$ cat src/uart_rx_pkg.sv
// package: shared constants and types for the async uart receive path
// assumes: both ends, the checker and the bench import it; the interface does not
package uart_rx_pkg;
    localparam int          DATA_MAX_W   = 9;
    localparam int          FIFO_DEPTH   = 2;
    localparam int          PTR_W        = 2;
    localparam logic [4:0]  SPB_NORMAL   = 5'h10;
    localparam logic [4:0]  SPB_DOUBLE   = 5'h08;
    localparam logic [4:0]  VOTE_NORMAL  = 5'h08;
    localparam logic [4:0]  VOTE_DOUBLE  = 5'h04;
    localparam logic [3:0]  FRAME_MIN_W  = 4'h5;
    localparam logic [3:0]  FRAME_MAX_W  = 4'h9;
    localparam logic [15:0] DIV_RESET    = 16'h0001;
    typedef enum logic [1:0] {
        PAR_NONE,
        PAR_EVEN,
        PAR_ODD
    } parity_mode_e;
    typedef struct packed {
        logic [DATA_MAX_W-1:0] data;
        logic                  frame_err;
        logic                  parity_err;
        logic                  overrun;
    } rx_entry_s;
endpackage

$ cat src/uart_line_if.sv
// interface: serial receive line between a remote transmitter and the receiver
// assumes: both ends share core_clk_i; the line idles high
`timescale 1ns/10ps
interface uart_line_if;
    logic rxd;
    modport tx_end (output rxd);
    modport rx_end (input rxd);
endinterface

$ cat src/uart_async_rx.sv
// receiver end: oversampling start detection, voting, parity, flagged fifo
// assumes: rxd is asynchronous; sample tick derived from baud divisor input
// Summary of operation
// - frame, overrun, parity flags readable as status
// - flags stored with frame; data read pops
// - parity checked against received parity bit
// - disable flushes buffer, drops current frame
// - complete flag holds while unread frames remain
// - sample 16x normal, 8x double speed
// - falling edge starts detection, sample one
// - start voted on samples 8-10 or 4-6
// - majority high start is noise, rearm
// - each bit voted on three centre samples
// - frame ends at first stop bit
// - low stop bit sets frame error
// - next start accepted right after stop vote
// - remote rate must stay within ratio limits
// - normal mode error budget 3.0 to 1.5 percent
// - double mode error budget 2.5 to 1.0 percent
// - budget split equally between both clocks
// - stop bit moves frame to buffer if not full, flags complete
// - even parity one when ones count odd
`timescale 1ns/10ps
module uart_async_rx
    import uart_rx_pkg::*;
(
    input  wire logic                          core_clk_i,
    input  wire logic                          rst_n_i,
    uart_line_if.rx_end                        line,
    input  wire logic                          rx_enable_i,
    input  wire logic                          double_speed_i,
    input  wire uart_rx_pkg::parity_mode_e     parity_mode_i,
    input  wire logic [3:0]                    data_bits_i,
    input  wire logic [15:0]                   sample_div_i,
    input  wire logic                          data_read_i,
    output logic [uart_rx_pkg::DATA_MAX_W-1:0] rx_data_o,
    output logic                               frame_error_flag_o,
    output logic                               parity_mismatch_flag_o,
    output logic                               overrun_flag_o,
    output logic                               rx_complete_flag_o
);
    import uart_rx_pkg::*;

    typedef enum logic [1:0] {
        ST_IDLE,
        ST_START,
        ST_BITS
    } rx_state_e;

    logic                  sync1_q;
    logic                  sync2_q;
    logic                  line_prev_q;
    logic [15:0]           div_cnt_q;
    logic                  tick;
    rx_state_e             state_q;
    logic [4:0]            samp_q;
    logic [1:0]            votes_q;
    logic [3:0]            bit_idx_q;
    logic [DATA_MAX_W-1:0] shift_q;
    logic                  par_bit_q;
    rx_entry_s             fifo_q [FIFO_DEPTH];
    logic [PTR_W-1:0]      wr_q;
    logic [PTR_W-1:0]      rd_q;
    logic [PTR_W-1:0]      count_q;
    logic [4:0]            spb;
    logic [4:0]            vote_first;
    logic [3:0]            nbits;
    logic [3:0]            last_idx;
    logic                  bit_val;
    logic                  vote_end;
    logic                  push;
    logic                  pop;
    logic                  full;
    logic                  calc_par;
    rx_entry_s             new_entry;

    // two-flop synchroniser on the line
    always_ff @(posedge core_clk_i or negedge rst_n_i) begin
        if (!rst_n_i) begin
            sync1_q     <= 1'b1;
            sync2_q     <= 1'b1;
            line_prev_q <= 1'b1;
        end else begin
            sync1_q     <= line.rxd;
            sync2_q     <= sync1_q;
            // previous sample; follows the line while disabled, so no false edge on enable
            if (tick || !rx_enable_i) begin
                line_prev_q <= sync2_q;
            end
        end
    end

    // sample tick generator
    always_ff @(posedge core_clk_i or negedge rst_n_i) begin
        if (!rst_n_i) begin
            div_cnt_q <= DIV_RESET;
        end else if (!rx_enable_i || div_cnt_q >= sample_div_i) begin
            div_cnt_q <= DIV_RESET;
        end else begin
            div_cnt_q <= div_cnt_q + 16'h0001;
        end
    end
    assign tick = rx_enable_i && (div_cnt_q >= sample_div_i);

    assign spb        = double_speed_i ? SPB_DOUBLE : SPB_NORMAL;
    assign vote_first = double_speed_i ? VOTE_DOUBLE : VOTE_NORMAL;
    assign nbits      = (data_bits_i < FRAME_MIN_W) ? FRAME_MIN_W :
                        (data_bits_i > FRAME_MAX_W) ? FRAME_MAX_W : data_bits_i;
    // index of first stop bit: data bits, plus parity when enabled
    assign last_idx   = (parity_mode_i == PAR_NONE) ? nbits : nbits + 4'h1;
    assign vote_end   = tick && (samp_q == vote_first + 5'h02);
    // majority of three samples, including the current one
    assign bit_val    = (votes_q + {1'b0, sync2_q}) >= 2'h2;
    assign full       = (count_q == PTR_W'(FIFO_DEPTH));
    assign calc_par   = (^(shift_q & ((DATA_MAX_W'(1) << nbits) - DATA_MAX_W'(1))))
                        ^ (parity_mode_i == PAR_ODD);
    assign push       = (state_q == ST_BITS) && vote_end && (bit_idx_q == last_idx);

    always_comb begin
        new_entry            = '0;
        new_entry.data       = shift_q;
        new_entry.frame_err  = ~bit_val;
        new_entry.parity_err = (parity_mode_i != PAR_NONE) && (calc_par != par_bit_q);
        new_entry.overrun    = full;
    end

    // receive state machine
    always_ff @(posedge core_clk_i or negedge rst_n_i) begin
        if (!rst_n_i) begin
            state_q   <= ST_IDLE;
            samp_q    <= 5'h00;
            votes_q   <= 2'h0;
            bit_idx_q <= 4'h0;
            shift_q   <= '0;
            par_bit_q <= 1'b0;
        end else if (!rx_enable_i) begin
            state_q <= ST_IDLE;
        end else if (tick) begin
            case (state_q)
                ST_IDLE: begin
                    if (line_prev_q && !sync2_q) begin
                        state_q <= ST_START;
                        samp_q  <= 5'h02;
                        votes_q <= 2'h0;
                    end
                end
                ST_START: begin
                    if (samp_q >= vote_first && !vote_end) begin
                        votes_q <= votes_q + {1'b0, sync2_q};
                    end
                    samp_q <= samp_q + 5'h01;
                    if (vote_end) begin
                        if (bit_val) begin
                            state_q <= ST_IDLE;
                        end else begin
                            state_q   <= ST_BITS;
                            bit_idx_q <= 4'h0;
                            shift_q   <= '0;
                        end
                    end
                end
                ST_BITS: begin
                    if (samp_q == spb) begin
                        samp_q  <= 5'h01;
                        votes_q <= 2'h0;
                    end else begin
                        samp_q <= samp_q + 5'h01;
                        if (samp_q >= vote_first && !vote_end) begin
                            votes_q <= votes_q + {1'b0, sync2_q};
                        end
                    end
                    if (vote_end) begin
                        if (bit_idx_q == last_idx) begin
                            state_q <= ST_IDLE;
                        end else if (bit_idx_q >= nbits) begin
                            par_bit_q <= bit_val;
                        end else begin
                            shift_q[bit_idx_q] <= bit_val;
                        end
                        bit_idx_q <= bit_idx_q + 4'h1;
                    end
                end
                default: state_q <= ST_IDLE;
            endcase
        end
    end

    assign pop = data_read_i && (count_q != '0);

    // flagged fifo; on overrun the newest entry overwrites nothing
    always_ff @(posedge core_clk_i or negedge rst_n_i) begin
        if (!rst_n_i) begin
            wr_q    <= '0;
            rd_q    <= '0;
            count_q <= '0;
            for (int i = 0; i < FIFO_DEPTH; i++) begin
                fifo_q[i] <= '0;
            end
        end else if (!rx_enable_i) begin
            wr_q    <= '0;
            rd_q    <= '0;
            count_q <= '0;
        end else begin
            if (push && !full) begin
                fifo_q[wr_q[0]] <= new_entry;
                wr_q <= wr_q + PTR_W'(1);
            end else if (push && full) begin
                // flag the frame waiting at the tail as followed by a loss
                fifo_q[wr_q[0] ^ 1'b1].overrun <= 1'b1;
            end
            if (pop) begin
                rd_q <= rd_q + PTR_W'(1);
            end
            count_q <= count_q + PTR_W'(push && !full) - PTR_W'(pop);
        end
    end

    // registered status view of the oldest entry
    always_ff @(posedge core_clk_i or negedge rst_n_i) begin
        if (!rst_n_i) begin
            rx_data_o              <= '0;
            frame_error_flag_o     <= 1'b0;
            parity_mismatch_flag_o <= 1'b0;
            overrun_flag_o         <= 1'b0;
            rx_complete_flag_o     <= 1'b0;
        end else begin
            rx_data_o              <= (count_q != '0) ? fifo_q[rd_q[0]].data : '0;
            frame_error_flag_o     <= (count_q != '0) && fifo_q[rd_q[0]].frame_err;
            parity_mismatch_flag_o <= (count_q != '0) && fifo_q[rd_q[0]].parity_err;
            overrun_flag_o         <= (count_q != '0) && fifo_q[rd_q[0]].overrun;
            rx_complete_flag_o     <= (count_q != '0);
        end
    end
endmodule

$ cat src/flat_wrapper.sv
// flat-port wrapper written by rule: the top's interface ports become plain ports
module uart_async_rx_flat import uart_rx_pkg::*;
  (core_clk_i, rst_n_i, rx_enable_i, double_speed_i, parity_mode_i, data_bits_i, sample_div_i, data_read_i, rx_data_o, frame_error_flag_o, parity_mismatch_flag_o, overrun_flag_o, rx_complete_flag_o, line_rxd);
  uart_line_if line_i ();
  input  wire logic core_clk_i;
  input  wire logic rst_n_i;
  input  wire logic rx_enable_i;
  input  wire logic double_speed_i;
  input  wire uart_rx_pkg::parity_mode_e parity_mode_i;
  input  wire logic [3:0] data_bits_i;
  input  wire logic [15:0] sample_div_i;
  input  wire logic data_read_i;
  output logic [uart_rx_pkg::DATA_MAX_W-1:0] rx_data_o;
  output logic frame_error_flag_o;
  output logic parity_mismatch_flag_o;
  output logic overrun_flag_o;
  output logic rx_complete_flag_o;
  input wire logic [$bits(line_i.rxd)-1:0] line_rxd;
  assign line_i.rxd = line_rxd;
  uart_async_rx u_core (.core_clk_i(core_clk_i), .rst_n_i(rst_n_i), .line(line_i), .rx_enable_i(rx_enable_i), .double_speed_i(double_speed_i), .parity_mode_i(parity_mode_i), .data_bits_i(data_bits_i), .sample_div_i(sample_div_i), .data_read_i(data_read_i), .rx_data_o(rx_data_o), .frame_error_flag_o(frame_error_flag_o), .parity_mismatch_flag_o(parity_mismatch_flag_o), .overrun_flag_o(overrun_flag_o), .rx_complete_flag_o(rx_complete_flag_o));
endmodule
$ cat config.mk
export PLATFORM = sky130hd
export DESIGN_NAME = uart_async_rx_flat
export DESIGN_NICKNAME = d
export VERILOG_FILES = /design/src/uart_rx_pkg.sv /design/src/uart_line_if.sv /design/src/uart_async_rx.sv /design/src/flat_wrapper.sv
export SDC_FILE = /design/constraint.sdc
export NUM_CORES = 1
export LEC_CHECK = 0
export ABC_AREA = 1
export BUFFER_PORTS_ARGS = -buffer_cell sky130_fd_sc_hd__buf_4
export CAP_MARGIN = 20
export CORE_ASPECT_RATIO = 0.9
export CORE_MARGIN = 4
export CORE_UTILIZATION = 45
export CTS_CLUSTER_SIZE = 40
export DETAILED_ROUTE_END_ITERATION = 6
export PLACE_DENSITY = 0.66
export SYNTH_ARGS = -nofsm -noshare
export SYNTH_HDL_FRONTEND = slang
export SYNTH_SLANG_ARGS = --single-unit
$ cat constraint.sdc
create_clock -name core_clk_i -period 3.65 [get_ports core_clk_i]
set_clock_uncertainty 0.2 [all_clocks]
set_input_delay 0.365 -clock core_clk_i [delete_from_list [all_inputs] [get_ports core_clk_i]]
set_output_delay 0.365 -clock core_clk_i [all_outputs]
set_load 0.03 [all_outputs]
==> summary.md, run 1 <==
| Metric | Value |
|---|---|
| Final hold violations | 0 |
| RSZ-0062 raised after global routing | no |
| Total number of vias | 4,532 |
| Sequential area share after synthesis | 0.390 |
| Clock latency at the later pin of the worst-skew pair | 0.34 ns |
| CTS tree | done |
| Post-synthesis cell type count | 40 |
| Most used flip-flop cell after synthesis | dfrtp_1 |
| Post-DRT Antenna Nets | 0 |
| Clock Tree Buf Depth | 2 |
| Initial Util | 0.463 |
| Initial antenna violation count | 0 |
| Worst-Margin Slew | 0.567 ns |
| Fin. max-slew vios | 0 |
| Vias per cell | 4.87 |
| Cell Count, Final, Fillers Out | 930 |
| Largest net degree at the start of global routing | 84 |
| PD cells | 377 nW/um^2 |
| Final setup viols | 0 |
| IO Count | 41 |
| Mapped Area | 5340 um^2 |
| Final nets | 843 |
| Core area | 11,500 um^2 |
| Worst Hold End | u_core.count_q[0]$_DFF_PN0_ |
| Register Area | 2080 um^2 |
| # fillers | 1,086 |
| YS warnings | 0 |
| Final core utilization | 0.528 |
| Commonest cells after routing, fill and taps aside | nand2_1 (241), inv_1 (104), dfrtp_1 (79), nor2_1 (57), nand3_1 (48) |
| Hold Path Depth | 3 |
| Setup ws final | 0.504 ns |
| Critical path endpoint category | flop |
| Multiplexer share of the synthesized area | 0 |
| Period utilization | 0.862 |
| Hold_ws | 0.127 ns |
| Post-Synth XOR/XNOR Area | 0.0178 |
| CP Class | flop to flop |
| DIE AREA | 13,700 um^2 |
| Hold_buf cts | 1 |
| Outcome | complete, no violations |
| GP Congestion | 0.849 |
| Cell area after layout | 6090 um^2 |
| Reg-to-reg endpoint | u_core.fifo_q[6]$_DFFE_PN0P_ |
| CTS Sinks | 83 |
| Post-CTS setup buffer count | 0 |
| Placed cell area | 5760 um^2 |
| R2R setup slack | 0.50 ns |
| Max Fclk | 318 MHz |
| Slew margin rel. | 0.622 |
| Pleak | 3.33 nW |
| Worst hold path type | input pin to flop |
| Iteration-0 DRC count of the detailed router | 350 |
| Grt total ovfl | 0 |
| Startpoint types | flop |
| Die width | 123 um |
| R2r worst-path depth | 16 |
| # rows | 37 |
| Total GRT Usage | 0.168 |
| Cells after synthesis | 728 |
| Main combinational cell family by area after synthesis | simple AND/OR/NAND/NOR gates |
| Cts repair resizes | 0 |
| Maximum vdd drop | 0.206 mV |
| Post-Syn Area per Cell | 7.33 um^2 |
| Die span in y | 111 um |
| Setup TNS | 0 ns |
| Total CTS buffers | 9 |
| Clock H-tree levels | 3 |
| DR WL/cell | 11.6 um |
| CTS clk-pin slew, worst paths | 0.07 ns |
| Final total power | 2.30 mW |
| Vias in the first global route | 4,223 |
| First-pass GRT wire length | 19,100 um |
| Simple-Gate Fraction of Synth Area | 0.318 |
| Ys async rst share | 1.00 |
| Area of the multi-input gates | 2760 um^2 |
| Crit-path max FO | 11 |
| Clock root buffer | clkbuf_16 |
| I/O Buffers | 40 |
| Layout cells sized above 1 | 0.109 |
| Max-Cap Viols | 0 |
| Final min period | 3.15 ns |
| Crit path DAT | 3.22 ns |
| Synth Area in Compound Gates | 0.0729 |
| Hold path startpoint | rx_enable_i |
| DP HPWL | 8200 um |
| Leading cell type in the layout, fill and taps excluded | nand2_1 |
| Ant diodes | 0 |
| Layout area overhead | 14.1% |
| Drt pass-1 iters | 4 |
| WL final | 10,800 um |
| EDFF count, synth | 0 |
| Worst R2R Start | u_core.div_cnt_q[15]$_DFF_PN0_ |
| Post-Synth Adder-Cell Area | 0.108 |
| Flops & latches, synth | 83 |
| CP Data Required Time | 3.73 ns |
| DRC | 0 |
| Place WS | 0.356 ns |
| Placed cell count | 911 |
==> flip-flops by register name, summed over array words and instances, names as in the netlist <==
signal and flops:
u_core.par_bit_q 1, u_core.div_cnt_q 16, u_core.rd_q 1, u_core.sync1_q 1
u_core.bit_idx_q 4, u_core.fifo_q 24, u_core.wr_q 1, u_core.samp_q 5
u_core.rx_data_o 9, u_core.frame_error_flag_o 1, u_core.line_prev_q 1, u_core.rx_complete_flag_o 1
u_core.shift_q 9, u_core.state_q 2, u_core.overrun_flag_o 1, u_core.parity_mismatch_flag_o 1
u_core.count_q 2, u_core.votes_q 2, u_core.sync2_q 1
==> final cells by class <==
type	instances	share of cell area
repair buffers	44	0.0571
inverters	109	0.0674
flip-flops and latches	83	0.342
clock buffers	9	0.0370
multi-input cells	522	0.454
clock inverters	7	0.0109
well taps	156	0.0320
==> cells by family (layout without fill, tap and decap cells) <==
logic type      after synthesis  count (layout)
other cells                   1               2
xor+xnor                     10              10
compound gates               73              73
flops                        83              83
fa+ha+maj                    46              46
buf+inv                     124             169
simple gates                391             391
==> cells in the mapped netlist (2+ instances only) <==
cell,instances,area (um^2)
a21oi_1,31,155
inv_1,104,390
nor2_2,5,31.3
o21ai_0,27,135
inv_2,3,11.3
nand3_4,2,35.0
nand3_2,3,30.0
xor2_1,8,70.1
nand4_1,8,50.1
nor2_1,57,214
ha_1,46,576
clkbuf_1,7,26.3
nor3b_1,4,30.0
o21bai_1,4,30.0
o21ai_1,5,25.0
dfrtp_1,79,1980
nand2_1,241,905
dfstp_2,4,105
nor3_1,11,55.1
nor2_4,4,45.0
nand3b_1,2,15.0
o211ai_1,3,22.5
buf_2,4,20.0
nor4_1,2,12.5
nand3_1,48,240
buf_6,2,22.5
==> worst max-delay path by stage <==
stage               slack (ns)                      startpoint  cells past startpoint                           end
floorplan                 1.03   u_core.div_cnt_q[0]$_DFF_PN1_                     21  u_core.fifo_q[2]$_DFFE_PN0P_
detailed placement        0.36                  data_bits_i[3]                     18  u_core.fifo_q[3]$_DFFE_PN0P_
CTS                       0.47  u_core.div_cnt_q[15]$_DFF_PN0_                     16  u_core.fifo_q[6]$_DFFE_PN0P_
global route              0.15  u_core.div_cnt_q[14]$_DFF_PN0_                     16  u_core.fifo_q[6]$_DFFE_PN0P_
global placement          0.52                  data_bits_i[3]                     18  u_core.fifo_q[2]$_DFFE_PN0P_
finish                    0.50  u_core.div_cnt_q[15]$_DFF_PN0_                     16  u_core.fifo_q[6]$_DFFE_PN0P_
==> per-layer routing <==
layer / share of wire / global-route usage / up-vias
li1: - / - / 2376
met1: 0.49 / 0.231 / 2087
met2: 0.47 / 0.270 / 58
met3: 0.030 / 0.0372 / 11
met4: 0.011 / 0.0373 / 0
met5: 0 / 0 / -
==> worst max-delay path, cell delays in order (launching register included) <==
cell and delay (ns):
dfrtp_1 0.40, ha_1 0.30, nand2_1 0.05, inv_1 0.06
nand3_1 0.09, nor2_1 0.16, nand3_1 0.09, nand3_1 0.21
nand3_2 0.26, nor2_4 0.22, nand2_2 0.10, inv_1 0.14
ha_1 0.18, nand2_1 0.06, nor2_2 0.36, nand2_1 0.11
nand2_1 0.09
==> power breakdown <==
group / switching (mW) / total [mW] / leakage (nW) / internal, mW
Sequential: 0.0366 / 0.994 / 1.10 / 0.957
Combinational: 0.277 / 0.428 / 2.09 / 0.151
Clock: 0.394 / 0.874 / 0.138 / 0.480
Total: 0.708 / 2.30 / 3.33 / 1.59
Power figures use the tool's default switching activity.
==> run 2, diff against run 1 <==
==> constraint.sdc (replaced) <==
create_clock -name core_clk_i -period 3.27 [get_ports core_clk_i]
set_clock_uncertainty 0.2 [all_clocks]
set_input_delay 0.327 -clock core_clk_i [delete_from_list [all_inputs] [get_ports core_clk_i]]
set_output_delay 0.327 -clock core_clk_i [all_outputs]
set_load 0.03 [all_outputs]
==> summary.md, run 2 (same netlist as run 1, synthesis figures left out) <==
| Metric | Value |
|---|---|
| Buffers & Inverters on Critical Path | 2 |
| Crit-path max FO | 11 |
| Critical path endpoint category | flop |
| Post-CTS setup buffer count | 0 |
| Final core utilization | 0.531 |
| Outcome | complete, no violations |
| Met1 Use GR | 0.239 |
| Setup TNS | 0 ns |
| Die span in y | 111 um |
| Largest net degree at the start of global routing | 84 |
| Final hold violations | 0 |
| GR peak layer | met2 |
| Initial antenna violation count | 0 |
| WL final | 11,000 um |
| Setup ws final | 0.346 ns |
| Core area | 11,500 um^2 |
| Die width | 123 um |
| Cell Count, Final, Fillers Out | 932 |
| R2r worst-path depth | 15 |
| GRT met3 Usage | 0.0367 |
| Worst R2R Start | u_core.div_cnt_q[15]$_DFF_PN0_ |
| Largest regs | u_core.fifo_q x24, u_core.div_cnt_q x16 |
| Final nets | 845 |
| Total GRT Usage | 0.174 |
| CP peak stage delay | 0.40 ns |
| Clock H-tree levels | 3 |
| Total number of vias | 4,539 |
| CTS Sinks | 83 |
| GP Congestion | 0.879 |
| CTS tree | done |
| # rows | 37 |
| RSZ-0062 raised after global routing | no |
| Post-DRT Antenna Nets | 0 |
| Vias in the first global route | 4,361 |
| Fin. max-slew vios | 0 |
| First-pass GRT wire length | 19,700 um |
| CP top delay family | simple AND/OR/NAND/NOR gates |
| Drt pass-1 iters | 5 |
| Final min period | 2.92 ns |
| IO Count | 41 |
| Hold Path Depth | 3 |
| Clock latency at the later pin of the worst-skew pair | 0.34 ns |
| Most used cell along the critical path | nand2_1 |
| Startpoint types | flop |
| Final total power | 2.57 mW |
| Slew margin rel. | 0.602 |
| DIE AREA | 13,700 um^2 |
| Clock Tree Buf Depth | 2 |
| Layout cells sized above 1 | 0.111 |
| Max FFs per register | 24 |
| CTS clk-pin slew, worst paths | 0.07 ns |
| DRC | 0 |
| Iteration-0 DRC count of the detailed router | 363 |
| Critical path, cell by cell | ha_1, nand2_1, inv_1, nand3_1, nor2_1, nand3_1, nand3_1, nand3_2, nor2_4, nand2_2, inv_1, ha_1, nand2_1, nand2_1, nand2_1 |
| GR met2 Demand/Resource | 0.278 |
| Crit path DAT | 2.96 ns |
| Total CTS buffers | 9 |
| Top reg by flops | u_core.fifo_q |
| DR WL/cell | 11.8 um |
| DP HPWL | 8280 um |
| Max-Cap Viols | 0 |
| Slowest CP cell | dfrtp_1 |
| Commonest cells after routing, fill and taps aside | nand2_1 (241), inv_1 (104), dfrtp_1 (79), nor2_1 (57), nand3_1 (48) |
| PD cells | 420 nW/um^2 |
| Period utilization | 0.894 |
| Grt total ovfl | 0 |
| Leading cell type in the layout, fill and taps excluded | nand2_1 |
| Final setup viols | 0 |
| Worst-Margin Slew | 0.597 ns |
| Initial Util | 0.463 |
| Ant diodes | 0 |
| WP depth | 15 |
| Vias per cell | 4.87 |
| Max Fclk | 342 MHz |
| Pleak | 3.34 nW |
| Clock root buffer | clkbuf_16 |
| Hold path startpoint | rx_enable_i |
| Placed cell count | 913 |
| Setup crit start | u_core.div_cnt_q[15]$_DFF_PN0_ |
| Worst hold path type | input pin to flop |
| CP Class | flop to flop |
| Layout area overhead | 14.6% |
| CP Data Required Time | 3.31 ns |
| Place WS | -0.0222 ns |
| I/O Buffers | 40 |
| Maximum vdd drop | 0.223 mV |
## run 2: routing by layer
layer / wire length (um) / vias up
li1: - / 2363
met1: 5350 / 2097
met2: 5120 / 66
met3: 395 / 13
met4: 141 / 0
met5: 0 / -
## run 2: area by class of cell
| type | instances | area (um^2) |
|---|---|---|
| Inverter | 109 | 410 |
| Sequential cell | 83 | 2080 |
| Multi-Input combinational cell | 522 | 2770 |
| Timing Repair Buffer | 46 | 370 |
| Fill cell | 1092 | 5410 |
| Clock buffer | 9 | 225 |
| Tap cell | 156 | 195 |
| Clock inverter | 7 | 58.8 |
## run 2: timing repair
item	in CTS	in global routing
setup endpoints to repair	0	8
resized for setup	0	2
hold endpoints to repair	1	39
hold buffers	1	1
## run 2: report_power, final
part	switching [mW]	internal, mW	leakage, nW
Sequential	0.0388	1.07	1.10
Clock	0.443	0.528	0.139
Combinational	0.317	0.171	2.10
## run 2: final timing paths
check,end,slack [ns]
worst max register to register,u_core.fifo_q[20]$_DFFE_PN0P_,0.35
worst max-delay path,u_core.fifo_q[20]$_DFFE_PN0P_,0.35
max in group asynchronous,u_core.div_cnt_q[0]$_DFF_PN1_,1.90
worst min register to register,u_core.sync2_q$_DFF_PN1_,0.16
min in group asynchronous,u_core.rx_data_o[5]$_DFF_PN0_,0.30
worst min-delay path,u_core.count_q[0]$_DFF_PN0_,0.09
## run 2: worst reg2reg max path, delay by kind of cell, from the launching register on
family        cells  cell delay [ns]
buf+inv           2             0.20
simple gates     11             1.56
fa+ha+maj         2             0.48
flops             1             0.40
## run 2: metrics by stage
stage	area, um^2	hold slack [ns]
6_report	6120	0.0885
5_1_grt	6120	0.0895
4_1_cts	6070	0.0136
3_5_place_dp	5770	0.147
3_3_place_gp	5770	0.147
2_1_floorplan	5340	-0.169
==> run 3, diff against run 2 <==
--- a/config.mk
+++ b/config.mk
@@ -6,14 +6,14 @@
 export NUM_CORES = 1
 export LEC_CHECK = 0
 export ABC_AREA = 1
-export BUFFER_PORTS_ARGS = -buffer_cell sky130_fd_sc_hd__buf_4
 export CAP_MARGIN = 20
 export CORE_ASPECT_RATIO = 0.9
 export CORE_MARGIN = 4
-export CORE_UTILIZATION = 45
+export CORE_UTILIZATION = 55
 export CTS_CLUSTER_SIZE = 40
 export DETAILED_ROUTE_END_ITERATION = 6
-export PLACE_DENSITY = 0.66
+export DONT_BUFFER_PORTS = 1
+export PLACE_DENSITY = 0.73
 export SYNTH_ARGS = -nofsm -noshare
 export SYNTH_HDL_FRONTEND = slang
 export SYNTH_SLANG_ARGS = --single-unit
==> summary.md, run 3 (same netlist as run 1, synthesis figures left out) <==
| Metric | Value |
|---|---|
| R2R setup slack | 0.40 ns |
| Fin. max-slew vios | 0 |
| GRT met3 Usage | 0.0478 |
| Total CTS buffers | 9 |
| R2r worst-path depth | 15 |
| Clock Tree Buf Depth | 2 |
| Worst hold path type | input pin to flop |
| Final hold violations | 0 |
| Met1 Use GR | 0.262 |
| DIE AREA | 11,300 um^2 |
| Commonest cells after routing, fill and taps aside | nand2_1 (241), inv_1 (104), dfrtp_1 (79), nor2_1 (57), nand3_1 (48) |
| Max-Cap Viols | 0 |
| Startpoint types | flop |
| GR peak layer | met2 |
| Iteration-0 DRC count of the detailed router | 256 |
| Place WS | 0.218 ns |
| IO Count | 41 |
| Worst R2R Start | u_core.div_cnt_q[14]$_DFF_PN0_ |
| Critical path, cell by cell | ha_1, nand2_1, inv_1, nand3_1, nor2_1, nand3_1, nand3_1, nand3_2, nor2_4, nand2_2, inv_1, ha_1, nand2_1, nand2_1, nand2_1 |
| Max FFs per register | 24 |
| CP Data Required Time | 3.33 ns |
| Reg-to-reg endpoint | u_core.fifo_q[14]$_DFFE_PN0P_ |
| Setup TNS | 0 ns |
| Leading cell type in the layout, fill and taps excluded | nand2_1 |
| Largest regs | u_core.fifo_q x24, u_core.div_cnt_q x16 |
| DRC | 0 |
| WL final | 10,500 um |
| CTS tree | done |
| Grt total ovfl | 0 |
| # rows | 33 |
| Clock H-tree levels | 3 |
| Cell area after layout | 5690 um^2 |
| Post-CTS setup buffer count | 0 |
| Vias in the first global route | 4,059 |
| Vias per cell | 5.11 |
| Worst-Margin Slew | 0.575 ns |
| Ant diodes | 0 |
| Layout cells sized above 1 | 0.0624 |
| PD cells | 395 nW/um^2 |
| Hold path startpoint | data_read_i |
| Setup crit start | u_core.div_cnt_q[14]$_DFF_PN0_ |
| Crit path DAT | 2.92 ns |
| Top reg by flops | u_core.fifo_q |
| Drt pass-1 iters | 5 |
| Largest net degree at the start of global routing | 84 |
| WP depth | 15 |
| I/O Buffers | 0 |
| Slew margin rel. | 0.617 |
| Final min period | 2.87 ns |
| Cell Count, Final, Fillers Out | 859 |
| CTS clk-pin slew, worst paths | 0.09 ns |
| Initial antenna violation count | 0 |
| GR met2 Demand/Resource | 0.314 |
| Initial Util | 0.575 |
| Critical path endpoint category | flop |
| CTS Sinks | 83 |
| Critical path endpoint | u_core.fifo_q[14]$_DFFE_PN0P_ |
| Clock root buffer | clkbuf_8 |
| RSZ-0062 raised after global routing | no |
| Placed cell count | 839 |
| Layout area overhead | 6.54% |
| Most used cell along the critical path | nand2_1 |
| Max Fclk | 349 MHz |
| DP HPWL | 8070 um |
| Maximum vdd drop | 0.215 mV |
| # fillers | 840 |
| First-pass GRT wire length | 18,100 um |
| Buffers & Inverters on Critical Path | 2 |
| Pleak | 3.10 nW |
| Post-DRT Antenna Nets | 0 |
| Final setup viols | 0 |
| Setup ws final | 0.402 ns |
| Die width | 112 um |
| Crit-path max FO | 11 |
| CP Class | flop to flop |
| Total GRT Usage | 0.192 |
| Total number of vias | 4,387 |
| Placed cell area | 5430 um^2 |
| Clock latency at the later pin of the worst-skew pair | 0.36 ns |
| Slowest CP cell | dfrtp_1 |
| Outcome | complete, no violations |
| Final nets | 806 |
| Period utilization | 0.877 |
| GP Congestion | 0.837 |
| CP top delay family | simple AND/OR/NAND/NOR gates |
| DR WL/cell | 12.3 um |
| Core area | 9290 um^2 |
| Final total power | 2.25 mW |
| Die span in y | 101 um |
| CP peak stage delay | 0.42 ns |
## run 3: cell type report
class,instances,area [um^2],area share
Tap cell,122,153,0.0268
Sequential cell,83,2080,0.366
Timing Repair Buffer,7,80.1,0.0141
Clock buffer,10,138,0.0242
Clock inverter,6,50.0,0.00880
Multi-Input combinational cell,522,2770,0.488
Inverter,109,410,0.0722
## run 3: what timing repair did
item | in CTS | in global routing
hold buffers | 4 | 0
hold endpoints to repair | 89 | 0
gates resized for setup | 0 | 2
setup endpoints to repair | 0 | 3
## run 3: metrics by stage
| step | util | hold WS, ns |
|---|---|---|
| 6_report | 0.612 | 0.0641 |
| 3_3_place_gp | 0.585 | -0.165 |
| 3_5_place_dp | 0.585 | -0.166 |
| 4_1_cts | 0.611 | 0.0456 |
| 2_1_floorplan | - | -0.169 |
| 5_1_grt | 0.612 | 0.0707 |
## run 3: routing by layer
| metal | part of all wire | up-vias |
|---|---|---|
| met2 | 0.46 | 74 |
| met3 | 0.041 | 9 |
| met1 | 0.49 | 2011 |
| li1 | - | 2293 |
| met5 | 0 | - |
| met4 | 0.0084 | 0 |
## run 3: worst min-delay path: cells and delay by family
kind / cells / cell delay, ns
AOI/OAI and AO/OA: 1 / 0.14
buffers and inverters: 1 / 0.04
and+or+nand+nor: 1 / 0.07
## run 3: how the worst min path moves through the flow
| stage | end | slack, ns | depth (start not counted) |
|---|---|---|---|
| global route | u_core.fifo_q[1]$_DFFE_PN0P_ | 0.07 | 4 |
| global placement | u_core.div_cnt_q[15]$_DFF_PN0_ | -0.17 | 0 |
| CTS | u_core.rd_q[0]$_DFFE_PN0P_ | 0.05 | 3 |
| detailed placement | u_core.div_cnt_q[12]$_DFF_PN0_ | -0.17 | 0 |
| finish | u_core.rd_q[0]$_DFFE_PN0P_ | 0.06 | 3 |
| floorplan | u_core.bit_idx_q[0]$_DFFE_PN0P_ | -0.17 | 0 |
## run 3: where the power goes
part	total [mW]	switching [mW]	leakage, nW	internal [mW]
Sequential	1.12	0.0545	1.10	1.07
Clock	0.696	0.391	0.0944	0.304
Combinational	0.431	0.288	1.90	0.143
